`src/rtl/sefb_consts.svh`:
```
// Offsets, field positions and reset values of the status and flag bank.
// Assumes an 8-bit register address space reached by the serial port.
// How it works
// RQ1 - Second status register bit 7 shows input power good, 1 means good.
// RQ2 - Bits 6:4 carry thermistor zone: normal, warm, cool, cold, hot.
// RQ3 - Third status bits 5:4 show sync clock: none, valid, out of range.
// RQ4 - Third status bit 2 is set while the converter runs in reverse.
// RQ5 - Fault status bit 7 follows input under-voltage protection.
// RQ6 - Fault status bit 6 follows input over-voltage protection.
// RQ7 - Fault status bit 5 follows battery-side over-current detection.
// RQ8 - Fault status bit 4 follows battery-side over-voltage protection.
// RQ9 - Fault status bit 3 follows thermal shutdown protection.
// RQ10 - Fault status bit 1 shows gate-driver supply out of range.
// RQ11 - Battery-only with converter ADC off forces driver supply fault bit to 1.
// RQ12 - Reading a flag register clears every event flag in it.
// RQ13 - Conversion-complete flag sets only in one-shot mode, else reads 0.
// RQ14 - First flag bit 6 latches on entering input current regulation.
// RQ15 - First flag bit 5 latches on entering input voltage regulation.
// RQ16 - First flag bit 3 latches on a rising watchdog expiry status.
// RQ17 - Second flag bit 7 latches when power good toggles either way.
// RQ18 - Second flag bit 4 latches when the thermistor zone changes.
// RQ19 - Second flag bit 3 latches when reverse mode toggles.
// RQ20 - Second flag bit 1 latches when the sync status field changes.
// RQ21 - All five registers reset to zero.
// RQ22 - An unmasked flag set gives an interrupt pulse; mask 1 suppresses it.
// RQ23 - Watchdog expiry status reads 1 once expired; its rise sets the flag.
// RQ24 - Reserved bits read zero; writes to these registers do nothing.
// RQ25 - Flags hold until read, the conversion flag only while in one-shot mode; an event during the clearing read stays latched.
`ifndef SEFB_CONSTS_SVH
`define SEFB_CONSTS_SVH

`define SEFB_OFS_PG_TS   8'h22
`define SEFB_OFS_SYN_REV 8'h23
`define SEFB_OFS_FAULT   8'h24
`define SEFB_OFS_FLAG1   8'h25
`define SEFB_OFS_FLAG2   8'h26
`define SEFB_RST_VAL     8'h00

`define SEFB_B_PG        7
`define SEFB_B_TS_HI     6
`define SEFB_B_TS_LO     4
`define SEFB_B_SYN_HI    5
`define SEFB_B_SYN_LO    4
`define SEFB_B_REV       2
`define SEFB_B_UV        7
`define SEFB_B_OV        6
`define SEFB_B_BOC       5
`define SEFB_B_BOV       4
`define SEFB_B_TSH       3
`define SEFB_B_DRV       1
`define SEFB_B_ADC       7
`define SEFB_B_IAC       6
`define SEFB_B_VAC       5
`define SEFB_B_WD        3
`define SEFB_B_PGF       7
`define SEFB_B_TSF       4
`define SEFB_B_REVF      3
`define SEFB_B_SYNF      1

`endif

```
`src/rtl/sefb_pkg.sv`:
```
// Types shared by the status and flag bank.
// Assumes nothing beyond the constants header.
package sefb_pkg;

  typedef enum logic [2:0] {
    TS_NORMAL = 3'h0,
    TS_WARM   = 3'h1,
    TS_COOL   = 3'h2,
    TS_COLD   = 3'h3,
    TS_HOT    = 3'h4
  } sefb_ts_zone_t;

  typedef enum logic [1:0] {
    SYN_NONE  = 2'h0,
    SYN_VALID = 2'h1,
    SYN_FAULT = 2'h2
  } sefb_sync_t;

  // Raw levels from the analog and protection circuitry
  typedef struct packed {
    logic          powerGood;
    sefb_ts_zone_t tsZone;
    sefb_sync_t    syncState;
    logic          reverseOn;
    logic          inUv;
    logic          inOv;
    logic          batOc;
    logic          batOv;
    logic          tshut;
    logic          drvFault;
    logic          battOnlyAdcOff;
    logic          adcDone;
    logic          oneShot;
    logic          iacReg;
    logic          vacReg;
    logic          wdExpired;
  } sefb_stat_in_t;

  typedef struct packed {
    logic       en;
    logic [7:0] addr;
  } sefb_rd_req_t;

endpackage : sefb_pkg

```
`src/rtl/sefb_status_flag_bank.sv`:
```
// Read-only status registers and clear-on-read event flags.
// Assumes a serial port engine on core_clk issuing one-cycle read strobes,
// and mask bits from the mask registers on the same clock.
`timescale 1ns/1ps
`default_nettype none
`include "sefb_consts.svh"

module sefb_status_flag_bank (
  input  wire logic                   core_clk,
  input  wire logic                   rst_n,
  input  wire sefb_pkg::sefb_stat_in_t statIn,
  input  wire sefb_pkg::sefb_rd_req_t  rdReq,
  input  wire logic [7:0]             flagMask1,
  input  wire logic [7:0]             flagMask2,
  output var  logic [7:0]             rdData_q,
  output var  logic                   rdValid_q,
  output var  logic                   irqPulse_q
);

  localparam int SW = $bits(sefb_pkg::sefb_stat_in_t);

  logic [SW-1:0]           syncA_q;
  logic [SW-1:0]           syncB_q;
  sefb_pkg::sefb_stat_in_t st;
  sefb_pkg::sefb_stat_in_t prev_q;
  logic [7:0]              stat2_q;
  logic [7:0]              stat3_q;
  logic [7:0]              fault_q;
  logic [7:0]              flag1_q;
  logic [7:0]              flag2_q;
  logic [7:0]              set1;
  logic [7:0]              set2;
  logic [7:0]              flag1_d;
  logic [7:0]              flag2_d;
  logic                    rdF1;
  logic                    rdF2;
  logic [7:0]              rdData_d;

  function automatic logic hit(input sefb_pkg::sefb_rd_req_t r, input logic [7:0] off);
    hit = r.en && (r.addr == off);
  endfunction

  // Two-flop synchronisers; multi-bit fields may show one mixed sample
  // while changing, which can set a change flag one extra time.
  for (genvar i = 0; i < SW; i++)
  begin : g_sync
    always_ff @(posedge core_clk or negedge rst_n)
    begin
      if (!rst_n)
      begin
        syncA_q[i] <= 1'b0;
        syncB_q[i] <= 1'b0;
      end
      else
      begin
        syncA_q[i] <= statIn[i];
        syncB_q[i] <= syncA_q[i];
      end
    end
  end

  assign st = sefb_pkg::sefb_stat_in_t'(syncB_q);

  // Previous sample for edge and change detection
  always_ff @(posedge core_clk or negedge rst_n)
  begin
    if (!rst_n)
      prev_q <= '0;
    else
      prev_q <= st;
  end

  // Status registers; unlisted bits stay zero
  always_ff @(posedge core_clk or negedge rst_n)
  begin
    if (!rst_n)
    begin
      stat2_q <= `SEFB_RST_VAL; // [RQ21]
      stat3_q <= `SEFB_RST_VAL; // [RQ21]
      fault_q <= `SEFB_RST_VAL; // [RQ21]
    end
    else
    begin
      stat2_q <= `SEFB_RST_VAL; // [RQ24]
      stat2_q[`SEFB_B_PG] <= st.powerGood; // [RQ1]
      stat2_q[`SEFB_B_TS_HI:`SEFB_B_TS_LO] <= st.tsZone; // [RQ2]
      stat3_q <= `SEFB_RST_VAL; // [RQ24]
      stat3_q[`SEFB_B_SYN_HI:`SEFB_B_SYN_LO] <= st.syncState; // [RQ3]
      stat3_q[`SEFB_B_REV] <= st.reverseOn; // [RQ4]
      fault_q <= `SEFB_RST_VAL; // [RQ24]
      fault_q[`SEFB_B_UV] <= st.inUv; // [RQ5]
      fault_q[`SEFB_B_OV] <= st.inOv; // [RQ6]
      fault_q[`SEFB_B_BOC] <= st.batOc; // [RQ7]
      fault_q[`SEFB_B_BOV] <= st.batOv; // [RQ8]
      fault_q[`SEFB_B_TSH] <= st.tshut; // [RQ9]
      fault_q[`SEFB_B_DRV] <= st.drvFault || st.battOnlyAdcOff; // [RQ10] [RQ11]
    end
  end

  // Event detection
  always_comb
  begin
    set1 = 8'h00;
    set2 = 8'h00;
    set1[`SEFB_B_ADC] = st.adcDone && !prev_q.adcDone && st.oneShot; // [RQ13]
    set1[`SEFB_B_IAC] = st.iacReg && !prev_q.iacReg; // [RQ14]
    set1[`SEFB_B_VAC] = st.vacReg && !prev_q.vacReg; // [RQ15]
    set1[`SEFB_B_WD] = st.wdExpired && !prev_q.wdExpired; // [RQ16] [RQ23]
    set2[`SEFB_B_PGF] = st.powerGood != prev_q.powerGood; // [RQ17]
    set2[`SEFB_B_TSF] = st.tsZone != prev_q.tsZone; // [RQ18]
    set2[`SEFB_B_REVF] = st.reverseOn != prev_q.reverseOn; // [RQ19]
    set2[`SEFB_B_SYNF] = st.syncState != prev_q.syncState; // [RQ20]
  end

  assign rdF1 = hit(rdReq, `SEFB_OFS_FLAG1);
  assign rdF2 = hit(rdReq, `SEFB_OFS_FLAG2);

  // Set wins over the clearing read so a coincident event is kept
  always_comb
  begin
    flag1_d = (flag1_q & ~{8{rdF1}}) | set1; // [RQ12] [RQ25]
    flag1_d[`SEFB_B_ADC] = flag1_d[`SEFB_B_ADC] && st.oneShot; // [RQ13]
    flag2_d = (flag2_q & ~{8{rdF2}}) | set2; // [RQ12] [RQ25]
  end

  always_ff @(posedge core_clk or negedge rst_n)
  begin
    if (!rst_n)
      flag1_q <= `SEFB_RST_VAL; // [RQ21]
    else
      flag1_q <= flag1_d;
  end

  always_ff @(posedge core_clk or negedge rst_n)
  begin
    if (!rst_n)
      flag2_q <= `SEFB_RST_VAL; // [RQ21]
    else
      flag2_q <= flag2_d;
  end

  // Read mux; unmapped addresses read zero
  always_comb
  begin
    unique case (rdReq.addr)
      `SEFB_OFS_PG_TS:   rdData_d = stat2_q;
      `SEFB_OFS_SYN_REV: rdData_d = stat3_q;
      `SEFB_OFS_FAULT:   rdData_d = fault_q;
      `SEFB_OFS_FLAG1:   rdData_d = flag1_q;
      `SEFB_OFS_FLAG2:   rdData_d = flag2_q;
      default:           rdData_d = `SEFB_RST_VAL; // [RQ24]
    endcase
  end

  always_ff @(posedge core_clk or negedge rst_n)
  begin
    if (!rst_n)
    begin
      rdData_q  <= `SEFB_RST_VAL;
      rdValid_q <= 1'b0;
    end
    else
    begin
      rdValid_q <= rdReq.en;
      if (rdReq.en)
        rdData_q <= rdData_d;
    end
  end

  // One pulse per cycle with any unmasked new event
  always_ff @(posedge core_clk or negedge rst_n)
  begin
    if (!rst_n)
      irqPulse_q <= 1'b0;
    else
      irqPulse_q <= |((set1 & ~flagMask1) | (set2 & ~flagMask2)); // [RQ22]
  end
endmodule // sefb_status_flag_bank

`default_nettype wire

```
`config.mk`:
```
export PLATFORM = sky130hd
export DESIGN_NAME = sefb_status_flag_bank
export DESIGN_NICKNAME = d
export VERILOG_FILES = /design/src/rtl/sefb_pkg.sv /design/src/rtl/sefb_status_flag_bank.sv
export VERILOG_INCLUDE_DIRS = /design/src /design/src/rtl
export SDC_FILE = /design/constraint.sdc
export NUM_CORES = 1
export LEC_CHECK = 0
export ABC_AREA = 1
export BUFFER_PORTS_ARGS = -buffer_cell sky130_fd_sc_hd__buf_2
export CAP_MARGIN = 15
export CORE_MARGIN = 2
export CORE_UTILIZATION = 50
export CTS_BUF_LIST = sky130_fd_sc_hd__clkbuf_4 sky130_fd_sc_hd__clkbuf_8
export CTS_CLUSTER_DIAMETER = 100
export DETAILED_ROUTE_END_ITERATION = 8
export PLACE_DENSITY = 0.73
export SLEW_MARGIN = 20
export SYNTH_ARGS = -nofsm -noshare
export SYNTH_HDL_FRONTEND = slang
export SYNTH_SLANG_ARGS = --single-unit
```
`constraint.sdc`:
```
create_clock -name core_clk -period 1.2 [get_ports core_clk]
set_input_delay 0.36 -clock core_clk [delete_from_list [all_inputs] [get_ports core_clk]]
set_output_delay 0.36 -clock core_clk [all_outputs]
set_load 0.1 [all_outputs]
```
; ---- Word-level counts from Yosys, hierarchy flattened
; Cells that the tools add are included.
[word_totals]
register_bits = 88
in_bits = 46
[op_classes]
eq_ne = 9
muxes = 1
bitwise = 11
n_reduce_logical = 14
[ops]
columns = cell, n
row1 = 8-bit by 6-bit equality test with 1-bit output (second input constant), 5
row2 = 8-bit one-hot mux with 5 select lines, 1
row3 = 8-bit bitwise AND, 4
row4 = 8-bit NOT, 4
row5 = 8-bit bitwise OR, 3
row6 = 1-bit logical AND, 8
row7 = 8-bit OR reduction, 1
row8 = 1-bit logical NOT, 4
row9 = 3-bit != test, 1
row10 = 1-bit != test, 2
row11 = 2-bit != test, 1
row12 = 1-bit logical OR, 1

; ---- Depth between registers and ports, before layout
[depth]
ltp_word = 6
mapped_depth = 9
mapped_depth_nobuf = 8

; ---- Worst setup path after synthesis
; Ideal clock, no wire load.
[synth_timing]
path_type = register to output
startpoint = register rdData_q[4]
endpoint = output port rdData_q[4]
arrival_ps = 898
required_time_ps = 840
path_slack_ps = -58
stages_incl_launch_ff = 1
n_path_buf = 0
cell_sequence = dfrtp_1
[synth_lines]
columns = element, line
row1 = start: declaration, sefb_status_flag_bank.sv:15  ; output var logic [7:0] rdData_q,
row2 = start signal: assignment, sefb_status_flag_bank.sv:159  ; rdData_q <= `SEFB_RST_VAL;
row3 = start signal: assignment, sefb_status_flag_bank.sv:166  ; rdData_q <= rdData_d;
; No word-level cell between the ends.

; ---- Worst setup path in the final report
[layout_timing]
startpoint = register rdData_q[4]
endpoint = output port rdData_q[4]
; No word-level cell between the ends.

==> summary.md <==
| Metric | Value |
|---|---|
| Fmax | `767 MHz` |
| Status | `finished with violations` |
| Final Max Tran Viols | `0` |
| Die width | `roughly 80 microns` |
| Layout cells sized above 1 | `32.7%` |
| Post-synth cell types | `27` |
| Post-Syn Area | `2870 sq um` |
| Vias per inst | `slightly below 5` |
| Largest stage delay, worst path | `0.44 ns` |
| CP max FO | `2` |
| Relative slew slack | `about four fifths` |
| Tcrit/Tclk final | `109%` |
| Grt total ovfl | `0` |
| Synth Area in XOR/XNOR | `1.53%` |
| H-tree depth reported by CTS | `3` |
| Clock share of power | `36.9%` |
| First-pass GRT wire length | `8270 microns` |
| Die H | `79.8 microns` |
| Switch share | `~23%` |
| Layout area overhead | `26.3%` |
| Critical Path Sink Type | `output port` |
| Part of the power in registers | `55.4%` |
| Final net count | `353` |
| GPL Wtd Cong | `0.787` |
| Hold bufs inserted after CTS | `0` |
| Pwr per Cell Area | `1440 nW/um^2` |
| Register area share after synthesis | `70.6%` |
| Final Total Pwr | `5.22 mW` |
| Slowest library cell on the worst path | `dfrtp_2` |
| CTS tree | `built` |
| Mux cell area share after synthesis | `0%` |
| Worst-Margin Slew | `0.323 ns` |
| Failing checks | `setup timing` |
| Worst vdd ir | `around 1.2 mV` |
| Final WS setup | `-0.104 ns` |
| Comb pwr share | `under 10%` |
| Finish-stage setup viols | `10` |
| WP buf/inv | `1` |
| Clock transition at path regs | `0.08 ns` |
| Pre-Repair DR Iteration Count | `4` |
| Via count | `1857` |
| Max Root-Sink Buffers | `2` |
| TritonCTS Buffers | `9` |
| Largest net degree at the start of global routing | `56` |
| Die Area | `~6400 sq um` |
| Skew final | `0.00766 ns` |
| Core area | `5540 sq um` |
| N_diodes | `0` |
| DRT Wirelength | `about 4800 microns` |
| Skew-Pair Late Insertion Delay | `roughly 0.34 ns` |
| Global Route Usage Sum | `17.7%` |
| Synth Area per Inst | `~12 sq um` |
| Synth Register Bits | `81` |
| CP Launch Type | `register` |
| DRC | `0` |
| Leak | `about 1.9 nW` |
| Worst endpoint required time | `around 0.84 ns` |
| Crit path DAT | `between 0.9 and 1 ns` |
| Cells along the critical path | `buf_12` |
| RSZ-0062 raised after global routing | `yes` |
| WHS | `0.00760 ns` |
| Post-synth EDFFs | `0` |
| Io pins | `56` |
| Hold Crit Class | `primary input to asynchronous set/reset pin` |
| Core Rows | `27` |
| Vias in the first global route | `1912` |
| Total nets after synthesis | `289` |
| Yosys warns | `0` |
| Final Hold Fails | `0` |
| Clk root buf | `clkbuf_8` |
| Largest family of logic cells by synthesized area | `simple AND/OR/NAND/NOR gates` |
| P_sw | `1.20 mW` |
| DRT iter0 DRCs | `120` |
| Post-Synth Adder-Cell Area | `0%` |
| Wirelength per Cell | `approximately 13 microns` |
| Complex-gate fraction of the synthesized area | `3.14%` |
| Clock sinks | `81` |
| Ys flop type | `dfrtp_1` |
| Synth Instances | `243` |
| Max_cap viols | `0` |
| Internal | `4.03 mW` |
| Simple logic cell fraction of the synthesized area | `19.1%` |
| Ys async rst share | `100%` |
| Cell family with most CP delay | `flip-flops` |
| Period minus WS final | `1.30 ns` |
| Post-DRT Antenna Nets | `0` |
| Input/output buffers | `47` |
| Final HPWL DP | `3420 microns` |
| Initial antenna violation count | `0` |
| Initial Util | `51.8%` |
| WS Path Type | `register to output port` |
[flip-flops by register name, summed over array words and instances (netlist names), 2 cells and up]
signal / cells
st: 19
prev_q: 7
flag2_q: 8
rdData_q: 8
stat2_q: 2
stat3_q: 2
flag1_q: 8
fault_q: 6
syncA_q: 19
[routing by layer]
metal	vias up	part of all wire (%)	GRT usage (%)
li1	895	-	-
met3	12	5.6	6.67
met2	54	49	27.6
met1	896	43	21.8
met4	0	2.1	8.98
met5	-	0	0
[worst paths after layout]
check	end	startpoint	depth (start not counted)	slack, ns
max in group asynchronous	rdData_q[7]$_DFFE_PN0P_	rst_n	2	0.90
worst max-delay path	rdData_q[4]	rdData_q[4]$_DFFE_PN0P_	1	-0.10
worst max register to register	irqPulse_q$_DFF_PN0_	stat2_q[7]$_DFF_PN0_	5	0.07
worst min-delay path	st[8]$_DFF_PN0_	rst_n	2	0.008
min in group core_clk	syncA_q[17]$_DFF_PN0_	statIn[17]	1	0.12
worst min register to register	st[15]$_DFF_PN0_	syncA_q[15]$_DFF_PN0_	0	0.35
[area by class of cell]
| type | count | area (sq um) |
|---|---|---|
| Sequential cell | 81 | 2040 |
| Fill cell | 420 | 1920 |
| Multi-Input combinational cell | 126 | 684 |
| Timing Repair Buffer | 57 | 488 |
| Clock buffer | 11 | 145 |
| Inverter | 32 | 120 |
| Tap cell | 72 | 90.1 |
| Clock inverter | 5 | 55.1 |
[layout by cell type (no fill, tap or decap), types with 4 or more instances in the layout]
cell type / instances
dfrtp_2: 10
buf_2: 36
nand4_1: 5
a21o_1: 4
nor2_1: 8
buf_12: 12
nand2_1: 52
buf_4: 9
inv_2: 7
clkbuf_8: 10
nand3_1: 29
inv_1: 25
dfrtp_1: 71
[cells in the mapped netlist, types with 2 or more instances]
| library cell | instances | area (sq um) |
|---|---|---|
| nor2_8 | 2 | 40.0 |
| nor2_1 | 8 | 30.0 |
| buf_4 | 2 | 15.0 |
| inv_1 | 25 | 93.8 |
| a21oi_1 | 2 | 10.0 |
| o21bai_1 | 2 | 15.0 |
| inv_2 | 7 | 26.3 |
| xnor2_1 | 3 | 26.3 |
| a21o_1 | 4 | 30.0 |
| nand3_1 | 29 | 145 |
| nand4_1 | 5 | 31.3 |
| xor2_1 | 2 | 17.5 |
| nand2_1 | 52 | 195 |
| nor2_4 | 2 | 22.5 |
| dfrtp_1 | 81 | 2030 |
| nand3b_1 | 3 | 22.5 |
| a22o_1 | 2 | 17.5 |
| nand2_2 | 3 | 18.8 |
[stage by stage]
stage                     worst slack [ns]  util (%)  area [sq um]  setup TNS (ns)  instances
final                               -0.104      65.4          3620          -0.926        384
after floorplan                     0.0570         -          2880               0        243
after global placement              -0.138      61.4          3400           -1.80        366
after CTS                           -0.116      65.2          3610           -1.10        383
after detailed placement            -0.182      61.4          3400           -2.32        366
after global routing                -0.143      65.4          3620           -1.37        384
[power by group through the flow]
stage | sequential (mW) | clock [mW] | combinational [mW]
2_1_floorplan | 3.00 | 0 | 0.122
3_3_place_gp | 2.94 | 0 | 0.391
3_5_place_dp | 2.95 | 0 | 0.401
4_1_cts | 2.89 | 1.97 | 0.406
5_1_grt | 2.90 | 2.11 | 0.442
6_report | 2.89 | 1.93 | 0.403
[cell families (layout without fill, tap and decap cells)]
| kind of cell | after synthesis | in the layout |
|---|---|---|
| AOI/OAI and AO/OA | 13 | 13 |
| xor gates and xnor gates | 5 | 5 |
| buffers and inverters | 36 | 105 |
| DFF | 81 | 81 |
| and+or+nand+nor | 108 | 108 |
[timing repair]
| action | 4_1_cts | 5_1_grt |
|---|---|---|
| setup buffers | 1 | 1 |
| setup endpoints to repair | 10 | 11 |
| gates cloned | 0 | 0 |
| resized for setup | 0 | 1 |
(Power assumes the default switching activity.)
